[src/design/sai_pkg.sv]
package sai_pkg;
  // word layout
  localparam int DATA_W = 16;
  localparam int BYTE_W = 8;
  // timing at a 25 ns clock
  localparam int CLK_NS = 25;
  localparam int STROBE_DLY_NS = 200;
  localparam int STROBE_DLY_CYC = (STROBE_DLY_NS + CLK_NS - 1) / CLK_NS;
  localparam int STATUS_NS = 110;
  localparam int STATUS_CYC = STATUS_NS / CLK_NS;
  localparam int START_LAT_CYC = 3;
  localparam int BIT_CYC = 16;
  localparam int DECIDE_PH = 3;
  localparam int FALL_PH = DECIDE_PH + STROBE_DLY_CYC;
  // device pin sync vector
  localparam int PIN_N = 6;
  localparam int I_CS = 5;
  localparam int I_WR = 4;
  localparam int I_RD = 3;
  localparam int I_HBS = 2;
  localparam int I_RST = 1;
  localparam int I_TWOS = 0;
  localparam logic [5:0] PIN_RST_VAL = 6'h3A;
  // host pin sync vector
  localparam int HIN_N = BYTE_W + 4;
  localparam int H_STRB = 0;
  localparam int H_SDAT = 1;
  localparam int H_BUSY = 2;
  localparam int H_RDY = 3;
  localparam int H_DATA = 4;
  localparam logic [11:0] HIN_RST_VAL = 12'h001;
  // host sequencing counts
  localparam logic [3:0] WR_LOW = 4'h3;
  localparam logic [3:0] WR_LAST = 4'h4;
  localparam logic [3:0] RD_LOW = 4'h8;
  localparam logic [3:0] RD_SAMPLE = 4'h7;
  localparam logic [3:0] RD_LAST = 4'h9;
  localparam logic [3:0] RST_LAST = 4'h3;
  // host register map
  localparam logic [3:0] REG_CTRL = 4'h0;
  localparam logic [3:0] REG_STATUS = 4'h4;
  localparam logic [3:0] REG_RESULT = 4'h8;
  localparam logic [3:0] REG_SERIAL = 4'hC;
  localparam int CTL_START = 0;
  localparam int CTL_READ = 1;
  localparam int CTL_RESET = 2;
  localparam int STS_BUSY = 0;
  localparam int STS_READY = 1;
  localparam int STS_ENG = 2;
  typedef enum logic [1:0] {
    DS_IDLE = 2'b00,
    DS_CONV = 2'b01,
    DS_LOAD = 2'b11
  } sai_dev_state_t;
  typedef enum logic [2:0] {
    HS_IDLE  = 3'b000,
    HS_WRITE = 3'b001,
    HS_RD_LO = 3'b010,
    HS_RD_HI = 3'b110,
    HS_RESET = 3'b100
  } sai_host_state_t;
endpackage

[src/design/sai_if.sv]
`timescale 1ns/100ps
interface sai_if;
  logic       cs_n;
  logic       wr_n;
  logic       rd_n;
  logic       high_byte_select;
  logic       reset_n;
  logic [7:0] data;
  logic       data_oe;
  logic       data_ready;
  logic       busy;
  logic       ser_data;
  logic       ser_strobe;
  modport dev (
    input  cs_n, wr_n, rd_n, high_byte_select, reset_n,
    output data, data_oe, data_ready, busy, ser_data, ser_strobe
  );
  modport host (
    output cs_n, wr_n, rd_n, high_byte_select, reset_n,
    input  data, data_oe, data_ready, busy, ser_data, ser_strobe
  );
endinterface

[src/design/sai_device.sv]
// The register offsets and the strobed register port were left to the implementer.
`timescale 1ns/100ps
// Function
// RL1 - host resets converter at power-up; the host pulses reset_n only on a control register reset command
// RL2 - reset clears approximation, result, ready
// RL3 - 8-bit three-state data port
// RL4 - byte select picks high or low
// RL5 - result latch separate from approximation register
// RL6 - ready rises when latch loads
// RL7 - high byte read clears ready
// RL8 - ready kept without high read
// RL9 - new result overwrites, ready stays
// RL10 - 16-bit serial output with strobe
// RL11 - 16 strobe falls, 200ns after data
// RL12 - busy high during conversion
// RL13 - busy valid 110ns after write
// RL14 - strobes ignored without chip select
// RL15 - write falling edge starts conversion
// RL16 - drivers on only while reading
// RL17 - two's complement when selected
// RL18 - internal sequencing clock, not exported
// RL19 - busy unfit for sample-hold control
// RL20 - offset binary otherwise, msb not inverted
// RL21 - high byte bits 15:8, msb first
module sai_device #(
  parameter int DATA_W = sai_pkg::DATA_W
) (
  // system
  input  wire logic              CLK,
  input  wire logic              RST_N,
  // converter pins
  sai_if.dev                     LINK,
  // analog side
  input  wire logic              COMP_KEEP,
  input  wire logic              TWOS_SEL,
  output logic      [DATA_W-1:0] TRIAL_WORD
);
  generate
    if (DATA_W != 2 * sai_pkg::BYTE_W) begin : g_bad_width
      $error("data width must be two bytes");
    end
    if (sai_pkg::BIT_CYC > 16 ||
        sai_pkg::FALL_PH >= sai_pkg::BIT_CYC - 1) begin : g_bad_phase
      $error("bit period too short for strobe");
    end
    if (sai_pkg::START_LAT_CYC > sai_pkg::STATUS_CYC) begin : g_bad_lat
      $error("busy latency exceeds status time");
    end
  endgenerate

  localparam logic [3:0] PH_DECIDE = 4'(sai_pkg::DECIDE_PH);
  localparam logic [3:0] PH_FALL = 4'(sai_pkg::FALL_PH);
  localparam logic [3:0] PH_LAST = 4'(sai_pkg::BIT_CYC - 1);
  localparam logic [3:0] BIT_MSB = 4'(DATA_W - 1);

  sai_pkg::sai_dev_state_t st_reg;
  logic [5:0]        pin_raw;
  logic [5:0]        syn1_reg;
  logic [5:0]        syn2_reg;
  logic [5:0]        prev_reg;
  logic [3:0]        phase_reg;
  logic [3:0]        bit_reg;
  logic [DATA_W-1:0] approx_reg;
  logic [DATA_W-1:0] result_reg;
  logic              ready_reg;
  logic              busy_reg;
  logic              ser_data_reg;
  logic              ser_strobe_reg;
  logic [7:0]        data_reg;
  logic              oe_reg;
  logic              cs_on;
  logic              wr_fall;
  logic              rd_on;
  logic              rd_fall;
  logic              pin_rst;
  logic              twos;
  logic              start;
  logic              phase_end;
  logic [DATA_W-1:0] coded;

  assign pin_raw = {LINK.cs_n, LINK.wr_n, LINK.rd_n,
                    LINK.high_byte_select, LINK.reset_n, TWOS_SEL};

  // every pin except COMP_KEEP passes two flops before use
  always_ff @(posedge CLK or negedge RST_N) begin
    if (!RST_N) begin
      syn1_reg <= sai_pkg::PIN_RST_VAL;
      syn2_reg <= sai_pkg::PIN_RST_VAL;
      prev_reg <= sai_pkg::PIN_RST_VAL;
    end else begin
      syn1_reg <= pin_raw;
      syn2_reg <= syn1_reg;
      prev_reg <= syn2_reg;
    end
  end

  // RL14 gate by select
  assign cs_on = !syn2_reg[sai_pkg::I_CS];
  // RL15 write edge
  assign wr_fall = cs_on && !syn2_reg[sai_pkg::I_WR] &&
                   prev_reg[sai_pkg::I_WR];
  assign rd_on = cs_on && !syn2_reg[sai_pkg::I_RD];
  assign rd_fall = rd_on && prev_reg[sai_pkg::I_RD];
  assign pin_rst = !syn2_reg[sai_pkg::I_RST];
  assign twos = syn2_reg[sai_pkg::I_TWOS];
  // a write during a conversion is ignored, not restarted
  assign start = st_reg == sai_pkg::DS_IDLE && wr_fall && !pin_rst;
  assign phase_end = phase_reg == PH_LAST;

  // RL17 twos complement msb
  // RL20 offset binary default
  assign coded = {approx_reg[DATA_W-1] ^ twos, approx_reg[DATA_W-2:0]};

  // RL18 sequenced by local clock
  always_ff @(posedge CLK or negedge RST_N) begin
    if (!RST_N) begin
      st_reg <= sai_pkg::DS_IDLE;
    end else if (pin_rst) begin
      st_reg <= sai_pkg::DS_IDLE;
    end else begin
      unique case (st_reg)
        sai_pkg::DS_IDLE: begin
          if (start) begin
            st_reg <= sai_pkg::DS_CONV;
          end
        end
        sai_pkg::DS_CONV: begin
          if (phase_end && bit_reg == 4'h0) begin
            st_reg <= sai_pkg::DS_LOAD;
          end
        end
        sai_pkg::DS_LOAD: st_reg <= sai_pkg::DS_IDLE;
        default: st_reg <= sai_pkg::DS_IDLE;
      endcase
    end
  end

  always_ff @(posedge CLK or negedge RST_N) begin
    if (!RST_N) begin
      phase_reg <= 4'h0;
    end else if (st_reg != sai_pkg::DS_CONV || phase_end) begin
      phase_reg <= 4'h0;
    end else begin
      phase_reg <= phase_reg + 4'h1;
    end
  end

  always_ff @(posedge CLK or negedge RST_N) begin
    if (!RST_N) begin
      bit_reg <= BIT_MSB;
    end else if (st_reg != sai_pkg::DS_CONV) begin
      bit_reg <= BIT_MSB;
    end else if (phase_end) begin
      bit_reg <= bit_reg - 4'h1;
    end
  end

  // RL2 reset clears approximation
  always_ff @(posedge CLK or negedge RST_N) begin
    if (!RST_N) begin
      approx_reg <= '0;
    end else if (pin_rst) begin
      approx_reg <= '0;
    end else if (start) begin
      approx_reg <= {1'b1, {(DATA_W - 1){1'b0}}};
    end else if (st_reg == sai_pkg::DS_CONV) begin
      if (phase_reg == PH_DECIDE) begin
        approx_reg[bit_reg] <= COMP_KEEP;
      end else if (phase_end && bit_reg != 4'h0) begin
        approx_reg[bit_reg - 4'h1] <= 1'b1;
      end
    end
  end

  // RL5 separate result latch
  // RL9 overwrite unread word
  always_ff @(posedge CLK or negedge RST_N) begin
    if (!RST_N) begin
      result_reg <= '0;
    end else if (pin_rst) begin
      result_reg <= '0;
    end else if (st_reg == sai_pkg::DS_LOAD) begin
      result_reg <= coded;
    end
  end

  // load wins over a same-cycle high byte read
  always_ff @(posedge CLK or negedge RST_N) begin
    if (!RST_N) begin
      ready_reg <= 1'b0;
    end else if (pin_rst) begin
      ready_reg <= 1'b0;
    end else if (st_reg == sai_pkg::DS_LOAD) begin
      // RL6 ready on load
      ready_reg <= 1'b1;
    end else if (rd_fall && syn2_reg[sai_pkg::I_HBS]) begin
      // RL7 high read clears
      // RL8 low read keeps
      ready_reg <= 1'b0;
    end
  end

  // RL12 busy while converting
  // RL13 busy within status time
  always_ff @(posedge CLK or negedge RST_N) begin
    if (!RST_N) begin
      busy_reg <= 1'b0;
    end else if (pin_rst || st_reg == sai_pkg::DS_LOAD) begin
      busy_reg <= 1'b0;
    end else if (start) begin
      busy_reg <= 1'b1;
    end
  end

  // RL10 serial bit out
  // RL21 msb first
  always_ff @(posedge CLK or negedge RST_N) begin
    if (!RST_N) begin
      ser_data_reg <= 1'b0;
    end else if (st_reg == sai_pkg::DS_CONV &&
                 phase_reg == PH_DECIDE) begin
      ser_data_reg <= (bit_reg == BIT_MSB) ? (COMP_KEEP ^ twos)
                                           : COMP_KEEP;
    end
  end

  // RL11 one fall per bit
  // strobe idles high so each bit gives exactly one fall
  always_ff @(posedge CLK or negedge RST_N) begin
    if (!RST_N) begin
      ser_strobe_reg <= 1'b1;
    end else if (st_reg != sai_pkg::DS_CONV || phase_end) begin
      ser_strobe_reg <= 1'b1;
    end else if (phase_reg == PH_FALL) begin
      ser_strobe_reg <= 1'b0;
    end
  end

  // RL3 byte port enable
  // RL16 drive during read
  always_ff @(posedge CLK or negedge RST_N) begin
    if (!RST_N) begin
      oe_reg <= 1'b0;
      data_reg <= 8'h00;
    end else if (rd_on && !pin_rst) begin
      oe_reg <= 1'b1;
      // RL4 byte select
      data_reg <= syn2_reg[sai_pkg::I_HBS] ? result_reg[15:8]
                                           : result_reg[7:0];
    end else begin
      oe_reg <= 1'b0;
      data_reg <= 8'h00;
    end
  end

  assign LINK.data = data_reg;
  assign LINK.data_oe = oe_reg;
  assign LINK.data_ready = ready_reg;
  assign LINK.busy = busy_reg;
  assign LINK.ser_data = ser_data_reg;
  assign LINK.ser_strobe = ser_strobe_reg;
  assign TRIAL_WORD = approx_reg;
endmodule // sai_device

[src/flat_wrapper.sv]
// flat-port wrapper written by rule: the top's interface ports become plain ports
module sai_device_flat 
#(
  parameter int DATA_W = sai_pkg::DATA_W
)
  (CLK, RST_N, COMP_KEEP, TWOS_SEL, TRIAL_WORD, LINK_cs_n, LINK_wr_n, LINK_rd_n, LINK_high_byte_select, LINK_reset_n, LINK_data, LINK_data_oe, LINK_data_ready, LINK_busy, LINK_ser_data, LINK_ser_strobe);
  sai_if LINK_i ();
  input  wire logic CLK;
  input  wire logic RST_N;
  input  wire logic COMP_KEEP;
  input  wire logic TWOS_SEL;
  output logic      [DATA_W-1:0] TRIAL_WORD;
  input wire logic [$bits(LINK_i.cs_n)-1:0] LINK_cs_n;
  input wire logic [$bits(LINK_i.wr_n)-1:0] LINK_wr_n;
  input wire logic [$bits(LINK_i.rd_n)-1:0] LINK_rd_n;
  input wire logic [$bits(LINK_i.high_byte_select)-1:0] LINK_high_byte_select;
  input wire logic [$bits(LINK_i.reset_n)-1:0] LINK_reset_n;
  output wire logic [$bits(LINK_i.data)-1:0] LINK_data;
  output wire logic [$bits(LINK_i.data_oe)-1:0] LINK_data_oe;
  output wire logic [$bits(LINK_i.data_ready)-1:0] LINK_data_ready;
  output wire logic [$bits(LINK_i.busy)-1:0] LINK_busy;
  output wire logic [$bits(LINK_i.ser_data)-1:0] LINK_ser_data;
  output wire logic [$bits(LINK_i.ser_strobe)-1:0] LINK_ser_strobe;
  assign LINK_i.cs_n = LINK_cs_n;
  assign LINK_i.wr_n = LINK_wr_n;
  assign LINK_i.rd_n = LINK_rd_n;
  assign LINK_i.high_byte_select = LINK_high_byte_select;
  assign LINK_i.reset_n = LINK_reset_n;
  assign LINK_data = LINK_i.data;
  assign LINK_data_oe = LINK_i.data_oe;
  assign LINK_data_ready = LINK_i.data_ready;
  assign LINK_busy = LINK_i.busy;
  assign LINK_ser_data = LINK_i.ser_data;
  assign LINK_ser_strobe = LINK_i.ser_strobe;
  sai_device #(.DATA_W(DATA_W)) u_core (.CLK(CLK), .RST_N(RST_N), .LINK(LINK_i), .COMP_KEEP(COMP_KEEP), .TWOS_SEL(TWOS_SEL), .TRIAL_WORD(TRIAL_WORD));
endmodule
[config.mk]
export PLATFORM = sky130hd
export DESIGN_NAME = sai_device_flat
export DESIGN_NICKNAME = d
export VERILOG_FILES = /design/src/design/sai_pkg.sv /design/src/design/sai_if.sv /design/src/design/sai_device.sv /design/src/flat_wrapper.sv
export SDC_FILE = /design/constraint.sdc
export NUM_CORES = 1
export LEC_CHECK = 0
export ABC_AREA = 1
export BUFFER_PORTS_ARGS = -buffer_cell sky130_fd_sc_hd__buf_2
export CAP_MARGIN = 20
export CORE_ASPECT_RATIO = 1.2
export CORE_MARGIN = 2
export CORE_UTILIZATION = 54
export DETAILED_ROUTE_END_ITERATION = 12
export HOLD_SLACK_MARGIN = 0.05
export PLACE_DENSITY = 0.71
export SLEW_MARGIN = 20
export SYNTH_ARGS = -nofsm -noshare
export SYNTH_HDL_FRONTEND = slang
export SYNTH_SLANG_ARGS = --single-unit
[constraint.sdc]
create_clock -name CLK -period 4.9 [get_ports CLK]
set_input_delay 0.98 -clock CLK [delete_from_list [all_inputs] [get_ports CLK]]
set_output_delay 0.98 -clock CLK [all_outputs]
set_load 0.01 [all_outputs]
======== Word-level counts from Yosys, hierarchy flattened ========
Index checks and enable logic that the tools add are counted.
word-level totals
  bits in registers ....................... 72
  bits in latches ......................... 0
  RAM bits ................................ 0
  bits in read-only memories .............. 0
  input bits .............................. 9
  output and inout port bits .............. 29
  word-level logic and storage cells ...... 93
  memories ................................ 0
cells by class
  $add $sub $neg .......................... 2
  multiply operators ...................... 0
  divide/modulo/power cells ............... 0
  $lt $le $gt $ge ......................... 4
  equal/unequal tests ..................... 13
  shift operators ......................... 0
  muxes and demuxes ....................... 30
  bitwise operators ....................... 3
  reduce and logical (&&, ||, !) cells .... 27
operators by type and width
  cell                                                                           count
  16-bit 2-to-1 mux                                                              7
  16-bit bitwise mux                                                             1
  8-bit 2-to-1 mux                                                               2
  16-bit OR                                                                      1
  1-bit logical AND                                                              13
  4-bit == test (second input constant)                                          3
  4-bit 2-to-1 mux                                                               3
  3-bit inequality test (second input constant)                                  4
  1-bit 2-to-1 mux                                                               11
  4-bit by 5-bit less-than comparator with 1-bit output (second input constant)  2
  1-bit demux with 4-bit select                                                  2
  4-bit by 1-bit >= comparator with 1-bit output (second input constant)         2
  2-bit 2-to-1 mux                                                               3
  2-bit nonzero test                                                             3
  4-bit by 1-bit adder with 4-bit output (second input constant)                 1
  4-bit by 2-bit == test with 1-bit output (second input constant)               1
  1-bit zero test                                                                4
  4-bit zero test                                                                1
  4-bit inequality test (second input constant)                                  1
  2-bit one-hot mux with 2 select lines                                          1
  2-bit AND reduction                                                            2
  4-bit nonzero test                                                             1
  4-bit by 1-bit subtractor with 4-bit output (second input constant)            1
  2-bit by 1-bit == test with 1-bit output (second input constant)               1
  6 further kinds                                                                8

======== Depth between registers and ports, before layout ========
Gate-level depths: netlist of run 1.
  depth in word-level cells ............... 11
  mapped depth ............................ 11
  mapped depth without buffers ............ 11

======== Least setup slack after synthesis of run 1 ========
OpenSTA, ideal clock, no wires.
  path kind ............................... register -> register
  start ................................... register u_core.bit_reg[0]
  end ..................................... register u_core.approx_reg[14], in the netlist u_core.TRIAL_WORD[14]
  arrival time ............................ 1.641 ns
  data required time ...................... 4.781 ns
  setup slack ............................. 3.140 ns
  stages on the path, launching flop included .. 11
  buffers on the path ..................... 2
  clock period less this slack ............ 1.760 ns
  path through ............................ dfstp_2 > inv_1 > ha_1 > buf_2 > nand2_1 > nand2_1 > nand3_4 > buf_6 > nand3_1 > nand2_1 > nor2_1
on the way
  cells in the longest elaborated chain, start to end .. 11
  elaborated cells between the ends (all ways) .. 22
  those cells by class .................... 1 x add/sub; 4 x order compare; 1 x eq/ne; 10 x mux; 1 x bitwise; 5 x reduce/logical
RTL lines
  item                                                                                                                                                  RTL line           source
  start: declaration                                                                                                                                    sai_device.sv:62   logic [3:0] bit_reg;
  start signal: assignment                                                                                                                              sai_device.sv:154  bit_reg <= bit_reg - 4'h1;
  4-bit by 1-bit subtractor with 4-bit output                                                                                                           sai_device.sv:170  approx_reg[bit_reg - 4'h1] <= 1'b1;
  4-bit by 5-bit less-than comparator with 1-bit output (not written as such) / 4-bit by 1-bit >= comparator with 1-bit output (equally long branches)  sai_device.sv:170
  1-bit logical AND (not written as such)                                                                                                               sai_device.sv:170
  1-bit 2-to-1 mux (not written as such)                                                                                                                sai_device.sv:170
  1-bit demux with 4-bit select                                                                                                                         n/a
  16-bit OR (no line)                                                                                                                                   n/a
  16-bit 2-to-1 mux                                                                                                                                     sai_device.sv:169  end else if (phase_end && bit_reg != 4'h0) begin
  16-bit 2-to-1 mux                                                                                                                                     sai_device.sv:167  if (phase_reg == PH_DECIDE) begin
  16-bit 2-to-1 mux                                                                                                                                     sai_device.sv:166  end else if (st_reg == sai_pkg::DS_CONV) begin
  16-bit 2-to-1 mux                                                                                                                                     sai_device.sv:164  end else if (start) begin
  16-bit 2-to-1 mux                                                                                                                                     sai_device.sv:162  end else if (pin_rst) begin
  end signal: assignment                                                                                                                                sai_device.sv:165  approx_reg <= {1'b1, {(DATA_W - 1){1'b0}}};
  end: declaration                                                                                                                                      sai_device.sv:63   logic [DATA_W-1:0] approx_reg;
Several ways; a longest one is shown, not always the timed one. The select of a mux whose other input is x is not followed.
A chain may end at the register's enable or synchronous reset.

======== Worst setup path in the final report of run 1 ========
  start ................................... register u_core.phase_reg[0]
  end ..................................... register u_core.approx_reg[7], in the netlist u_core.TRIAL_WORD[7]
on the way
  cells in the longest elaborated chain, start to end .. 5
  elaborated cells between the ends (all ways) .. 9
  those cells by class .................... 3 x eq/ne; 4 x mux; 2 x reduce/logical
RTL lines
  item                                      RTL line           source
  start: declaration                        sai_device.sv:61   logic [3:0] phase_reg;
  start signal: assignment                  sai_device.sv:144  phase_reg <= phase_reg + 4'h1;
  4-bit by 2-bit == test with 1-bit output  sai_device.sv:167
  16-bit 2-to-1 mux                         sai_device.sv:167
  16-bit 2-to-1 mux                         sai_device.sv:166
  16-bit 2-to-1 mux                         sai_device.sv:164
  16-bit 2-to-1 mux                         sai_device.sv:162
Several ways; a longest one is shown, not always the timed one. The select of a mux whose other input is x is not followed.

==> results of run 1 <==
-- area by class of cell --
cell class | instances | share of cell area, %
clock buffers | 12 | 4.269
clock inverters | 4 | 1.391
inverters | 38 | 3.752
multi-input cells | 293 | 37.84
flip-flops and latches | 69 | 45.12
well taps | 82 | 2.652
repair buffers | 38 | 4.981
-- metrics by stage --
step                hold WS (ps)  cell area [um^2]
floorplan                  331.2              3451
global placement           334.4              3650
detailed placement         337.1              3650
CTS                        355.4              3869
global route               361.0              3869
finish                     352.0              3869
-- metal layers --
| metal | vias to the layer above | global-route usage [%] | part of all wire (%) |
|---|---|---|---|
| met2 | 82 | 36.99 | 48 |
| met1 | 1377 | 29.90 | 45 |
| met3 | 12 | 3.082 | 4.1 |
| met5 | - | 0 | 0 |
| met4 | 0 | 10.71 | 2.1 |
| li1 | 1446 | - | - |
-- power by group --
| group | internal (mW) | switching [mW] |
|---|---|---|
| registers | 0.588 | 0.0138 |
| logic | 0.0258 | 0.0560 |
| clock network | 0.279 | 0.218 |
-- cell usage after synthesis, drive strengths merged --
master and number:
a21oi 28, a22oi 3, a31o 1, a31oi 2, buf 11, clkbuf 5
clkinv 1, dfrtp 54, dfstp 15, ha 9, inv 37, nand2 105
nand3 56, nand4 15, nor2 33, o211ai 1, o21ai 38, or2 1
xnor2 1
-- cell families (layout without fill, tap and decap cells) --
family	after synthesis	count (layout)	synth area share, %
AND/OR/NAND/NOR	210	210	27.85
AO/OA/AOI/OAI	73	73	11.06
flip-flops	69	69	50.58
buffers and inverters	54	92	6.998
adder cells (fa/ha/maj)	9	9	3.263
XOR/XNOR	1	1	0.2539
-- how the worst max path moves through the flow --
stage                             start                     to  cells after the start
floorplan             u_core.bit_reg[0]  u_core.TRIAL_WORD[14]                     10
global placement    u_core.phase_reg[0]   u_core.TRIAL_WORD[7]                      7
detailed placement  u_core.phase_reg[0]   u_core.TRIAL_WORD[6]                      8
CTS                 u_core.phase_reg[0]   u_core.TRIAL_WORD[7]                      7
global route        u_core.phase_reg[0]   u_core.TRIAL_WORD[7]                      7
finish              u_core.phase_reg[0]   u_core.TRIAL_WORD[7]                      7
==> metrics.md, run 1 <==
| Metric | Value |
|---|---|
| Commonest non-fill, non-tap cell in the layout | `nand2_1` |
| Area delta synth->final | `12.11%` |
| Drt pass-1 iters | `5` |
| CTS root buf | `clkbuf_8` |
| Hold-critical path endpoint | `u_core.syn2_reg[1]` |
| Seq cells post-synth | `about 70` |
| Slew @ Worst Pin | `between 600 and 700 ps` |
| Worst-Skew Late Latency | `approximately 340 ps` |
| Startpoint types | `flop` |
| Top cell type's share of synthesized area | `39.16%` |
| Reg2reg end | `u_core.TRIAL_WORD[7]` |
| VDD IR max | `0.1714 mV` |
| Pwr Total | `1.180 mW` |
| Vias per inst | `5.442` |
| CP Buf/Inv Count | `0` |
| Largest net degree at the start of global routing | `41` |
| P_leak | `~1.8 nW` |
| Clock Tree Buf Depth | `2` |
| Clock slew at reported path FFs | `approximately 80 ps` |
| Final Cycle Share | `a little over two fifths` |
| WL/cell | `13.95 um` |
| Outcome | `completed` |
| DPL Wire Length | `around 5.3 mm` |
| I/O pin count | `38` |
| Pre-CTS WS | `around 2800 ps` |
| Die footprint | `approximately 7000 um^2` |
| FF-to-FF Start | `u_core.phase_reg[0]` |
| Setup TNS | `0 ps` |
| Req. time, crit path | `between 5000 and 6000 ps` |
| CP Cell Sequence | `ha_1, nand2_1, nor2_4, nand2_1, nand2_1, nand4_1, a21oi_1` |
| CP max FO | `26` |
| Total Wirelength | `7.477 mm` |
| Die W | `approximately 77 um` |
| Initial Util | `56.67%` |
| CP top delay family | `simple AND/OR/NAND/NOR gates` |
| Worst reg-to-reg path cell count | `7` |
| Min-delay src | `u_core.syn1_reg[1]` |
| FMAX | `478.2 MHz` |
| Mapped cell area | `about 3500 um^2` |
| Min cycle time layout | `approximately 2100 ps` |
| FF+latch area | `1745 um^2` |
| Worst reg2reg setup slack | `between 2000 and 3000 ps` |
| Cell mode on critical path | `nand2_1` |
| Final Util | `a little under two thirds` |
| Critical path's slowest cell | `nor2_4` |
| Clock Skew | `about 10 ps` |
| Non-Filler Instances | `around 540` |
| Crit Path Category | `reg -> reg` |
| Number of global-route vias before repair | `between 2000 and 3000` |
| Commonest cells after routing, fill and taps aside | `103 x nand2_1, 54 x dfrtp_1, 53 x nand3_1, 37 x buf_2, 34 x o21ai_0` |
| YS warnings | `0` |
| Gpl congestion | `a little under 1` |
| Net Count, Synth | `434` |
| Final Max Slew Viols | `0` |
| Core area | `slightly above 6000 um^2` |
| Synth area leaders | `dfrtp_1 39%, dfstp_2 11%, nand2_1 11%` |
| PwrDens | `around 300 nW/um^2` |
| First-pass GRT wire length | `12.73 mm` |
| Number of max-cap violations | `0` |
| Layout fillers | `536` |
| Multi-input gate area | `~1500 um^2` |
| Max H-tree Level | `3` |
| Hold Crit Depth | `0` |
| Relative max-transition margin | `57.66%` |
| Cts hold-fix bufs | `0` |
| CTS tree | `built` |
| Net count, final | `467` |
| Syn avg cell area | `8.295 um^2` |
| Layout cells sized above 1 | `approximately 19%` |
| Post-route DRC | `0` |
| Die span in y | `91.57 um` |
| Cell taking the most area after synthesis | `dfrtp_1` |
| Data arrival, critical path | `2360 ps` |
| Syn Inst Count | `between 400 and 500` |
| Cts repair resizes | `0` |
| Tightest Hold Check Type | `reg -> reg` |
| Congestion Overflow GR | `0` |
| Part of the Yosys area used for sequential elements | `between 50 and 60%` |
| Clk sinks | `69` |
| Post-route ant nets | `0` |
| Number of core rows | `31` |
| Hold Violations, Final | `0` |
| CP Capture Type | `flop` |
| Setup violations, final | `0` |
| All-Layer GR Usage | `between 20% and 30%` |
| Netlist cell types | `29` |
| DRT iter0 DRCs | `between 200 and 250` |
| Via Count | `2917` |
| Postcts setup bufs | `0` |
| Worst Slack Setup Final | `roughly 2800 ps` |
| Placed Cells | `520` |
| CTS Buf Count | `9` |
| Initial antenna violation count | `0` |
| Max incr delay on CP | `around 400 ps` |
| IO buf count | `37` |
| RSZ-0062 raised after global routing | `no` |
| # diodes | `0` |
Power figures use the tool's default switching activity.
==> inputs of run 2 (changes only) <==
- ABC_AREA: 1 -> 0
- PLACE_DENSITY: 0.71 -> 0.72
- clock period: 4.9 -> 2.13 ns (I/O delays scaled with it)
==> metrics.md, run 2 <==
| Metric | Value |
|---|---|
| Worst-Skew Late Latency | `340 ps (about the same)` |
| # diodes | `0 (unchanged)` |
| Net count, final | `374 (-20%)` |
| Die W | `75.29 um (-2.2%)` |
| Relative max-transition margin | `59.85% (+2.2 points)` |
| Post-DP Area | `3661 um^2 (+0.31%)` |
| Worst reg2reg setup slack | `70 ps (-2740 ps)` |
| Top cells by count, synth | `54 x dfrtp_1, 26 x nor2_1, 20 x a21oi_1` |
| Number of global-route vias before repair | `2453 (-10%)` |
| Tightest Hold Check Type | `in -> async` |
| Req. time, crit path | `2370 ps (-2800 ps)` |
| Main combinational cell family by area after synthesis | `compound AO/OA/AOI/OAI gates` |
| Cts hold-fix bufs | `0 (unchanged)` |
| P_leak | `1.768 nW (-3.9%)` |
| Most common cell in the netlist | `dfrtp_1` |
| Total Wirelength | `7.306 mm (-2.3%)` |
| IO buf count | `37 (unchanged)` |
| CTS tree | `built` |
| Worst Slack Setup Final | `69.64 ps (-2739 ps)` |
| Syn Inst Count | `307 (-26%)` |
| Top cell type's share of synthesized area | `41.03% (+1.9 points)` |
| Slew @ Worst Pin | `602.3 ps (-32.78 ps)` |
| Top FF cell, synth | `dfrtp_1` |
| I/O pin count | `38 (unchanged)` |
| Reg2reg end | `u_core.TRIAL_WORD[3]` |
| Netlist cell types | `54 (+86%)` |
| Final Util | `65.65% (+2.1 points)` |
| Commonest cells after routing, fill and taps aside | `54 x dfrtp_1, 37 x buf_2, 26 x nor2_1, 24 x buf_4, 19 x a21oi_1` |
| Cell taking the most area after synthesis | `dfrtp_1` |
| Setup TNS | `0 ps (unchanged)` |
| Initial Util | `55.13% (-1.5 points)` |
| Clk sinks | `69 (unchanged)` |
| Commonest non-fill, non-tap cell in the layout | `dfrtp_1` |
| Core area | `5973 um^2 (-1.9%)` |
| Layout cells sized above 1 | `31.30% (+13 points)` |
| FF-to-FF Start | `u_core.phase_reg[0]` |
| Gpl congestion | `0.8935 (-8.4%)` |
| FMAX | `485.4 MHz (+1.5%)` |
| Mux contribution to synthesized area | `2.774% (+2.8 points)` |
| Post-synth EDFFs | `0 (unchanged)` |
| XOR/XNOR Fraction of Synth Area | `1.862% (+1.6 points)` |
| Simple-gate share of the synthesized area | `13.07% (-15 points)` |
| Post-route DRC | `0 (unchanged)` |
| RSZ-0062 raised after global routing | `yes` |
| Data arrival, critical path | `2300 ps (-60 ps)` |
| Net Count, Synth | `325 (-25%)` |
| Synth area leaders | `dfrtp_1 41%, dfstp_2 12%, a22o_1 4.3%` |
| Synth Area in Adders | `3.419% (+0.16 points)` |
| Max H-tree Level | `3 (unchanged)` |
| Non-Filler Instances | `443 (-17%)` |
| CP Capture Type | `flop` |
| Part of the Yosys area used for sequential elements | `53.00% (+2.4 points)` |
| CP max FO | `5 (-81%)` |
| CTS Buf Count | `9 (unchanged)` |
| Drt pass-1 iters | `4 (-1)` |
| Seq cells post-synth | `69 (unchanged)` |
| Clock Skew | `6.353 ps (-3.476 ps)` |
| Post-route ant nets | `0 (unchanged)` |
| Design area | `3921 um^2 (+1.4%)` |
| Crit Path Category | `reg -> reg` |
| Final Cycle Share | `96.73% (+54 points)` |
| Congestion Overflow GR | `0 (unchanged)` |
| Placed Cells | `424 (-18%)` |
| Final Max Slew Viols | `0 (unchanged)` |
| Initial antenna violation count | `0 (unchanged)` |
| Syn avg cell area | `10.73 um^2 (+29%)` |
| VDD IR max | `0.6335 mV (+270%)` |
| Worst reg-to-reg path cell count | `6 (-1)` |
| Mapped cell area | `3293 um^2 (-4.6%)` |
| Setup violations, final | `0 (unchanged)` |
| CTS root buf | `clkbuf_8` |
| Pre-CTS WS | `85.14 ps (-2716 ps)` |
| Vias per inst | `5.878 (+8.0%)` |
| First-pass GRT wire length | `11.98 mm (-5.9%)` |
| Die span in y | `89.55 um (-2.2%)` |
| DRT iter0 DRCs | `202 (-4.3%)` |
| All-Layer GR Usage | `23.64% (+0.97 points)` |
| Startpoint types | `flop` |
| YS warnings | `0 (unchanged)` |
| Compound-Gate Fraction of Synth Area | `21.05% (+10 points)` |
| Die footprint | `6742 um^2 (-4.4%)` |
| Hold Violations, Final | `0 (unchanged)` |
| PwrDens | `656.1 nW/um^2 (+120%)` |
| Number of core rows | `31 (unchanged)` |
| Fraction of registers with async set/reset | `100.0% (unchanged)` |
| Clock Tree Buf Depth | `2 (unchanged)` |
| Outcome | `completed` |
| Min cycle time layout | `2060 ps (-30.98 ps)` |
| WL/cell | `16.49 um (+18%)` |
| Via Count | `2604 (-11%)` |
| Clock slew at reported path FFs | `70 ps (about the same)` |
| Number of max-cap violations | `0 (unchanged)` |
| Area delta synth->final | `19.07%` |
| Largest net degree at the start of global routing | `70 (+71%)` |
| DPL Wire Length | `5.062 mm (-5.3%)` |
-- run 2: logic make-up (layout without fill, tap and decap cells) --
kind of cell / after synthesis / after routing
adders and majority gates: 9 / 9
muxes: 9 / 9
and+or+nand+nor: 84 / 84
AOI/OAI and AO/OA: 93 / 93
DFF: 69 / 69
xor gates and xnor gates: 7 / 7
buffers and inverters: 36 / 90
-- run 2: per-stage QoR --
step                power [mW]  hold WS [ps]
floorplan                1.428         130.4
global placement         1.491         333.7
detailed placement       1.494         335.6
CTS                      2.603         102.5
global route             2.665         119.2
finish                   2.573         90.35
-- run 2: how the worst max path moves through the flow --
stage | start | endpoint | slack, ps | cells past startpoint
floorplan | u_core.bit_reg[0] | u_core.TRIAL_WORD[1] | 30 | 7
global placement | u_core.bit_reg[0] | u_core.TRIAL_WORD[1] | 120 | 7
detailed placement | u_core.phase_reg[0] | u_core.TRIAL_WORD[9] | 90 | 6
CTS | u_core.bit_reg[0] | u_core.TRIAL_WORD[3] | 70 | 7
global route | u_core.bit_reg[1] | u_core.TRIAL_WORD[9] | -20 | 6
finish | u_core.phase_reg[0] | u_core.TRIAL_WORD[3] | 70 | 6
-- run 2: per-layer routing --
layer  up-vias  track usage (%)  wire, um  part of all wire (%)
li1       1224                -         -                     -
met3         6            5.524       400                   5.5
met2        88            38.18      3729                    51
met5         -                0         0                     0
met1      1286            31.29      3095                    42
met4         0            7.974        80                   1.1
-- run 2: area by class of cell --
class	instances	area, um^2
well taps	82	102.6
clock inverters	3	42.54
fillers	489	2052
clock buffers	13	168.9
inverters	11	41.29
flip-flops and latches	69	1745
repair buffers	63	396.6
multi-input cells	202	1424
-- run 2: worst max-delay path, cell delays in order (launching register included) --
cell	delay [ps]
dfrtp_1	370
ha_1	170
or3b_1	490
nor3_4	210
a21oi_1	110
or3_1	360
a221oi_2	250
-- run 2: where the power goes --
group	internal, mW	switching (mW)
registers	1.34	0.0180
clock network	0.635	0.470
logic	0.0374	0.0733
total	2.01	0.561
-- run 2: what timing repair did --
action	4_1_cts	5_1_grt
setup buffers	0	2
setup endpoints to repair	0	7
gates resized for setup	0	6
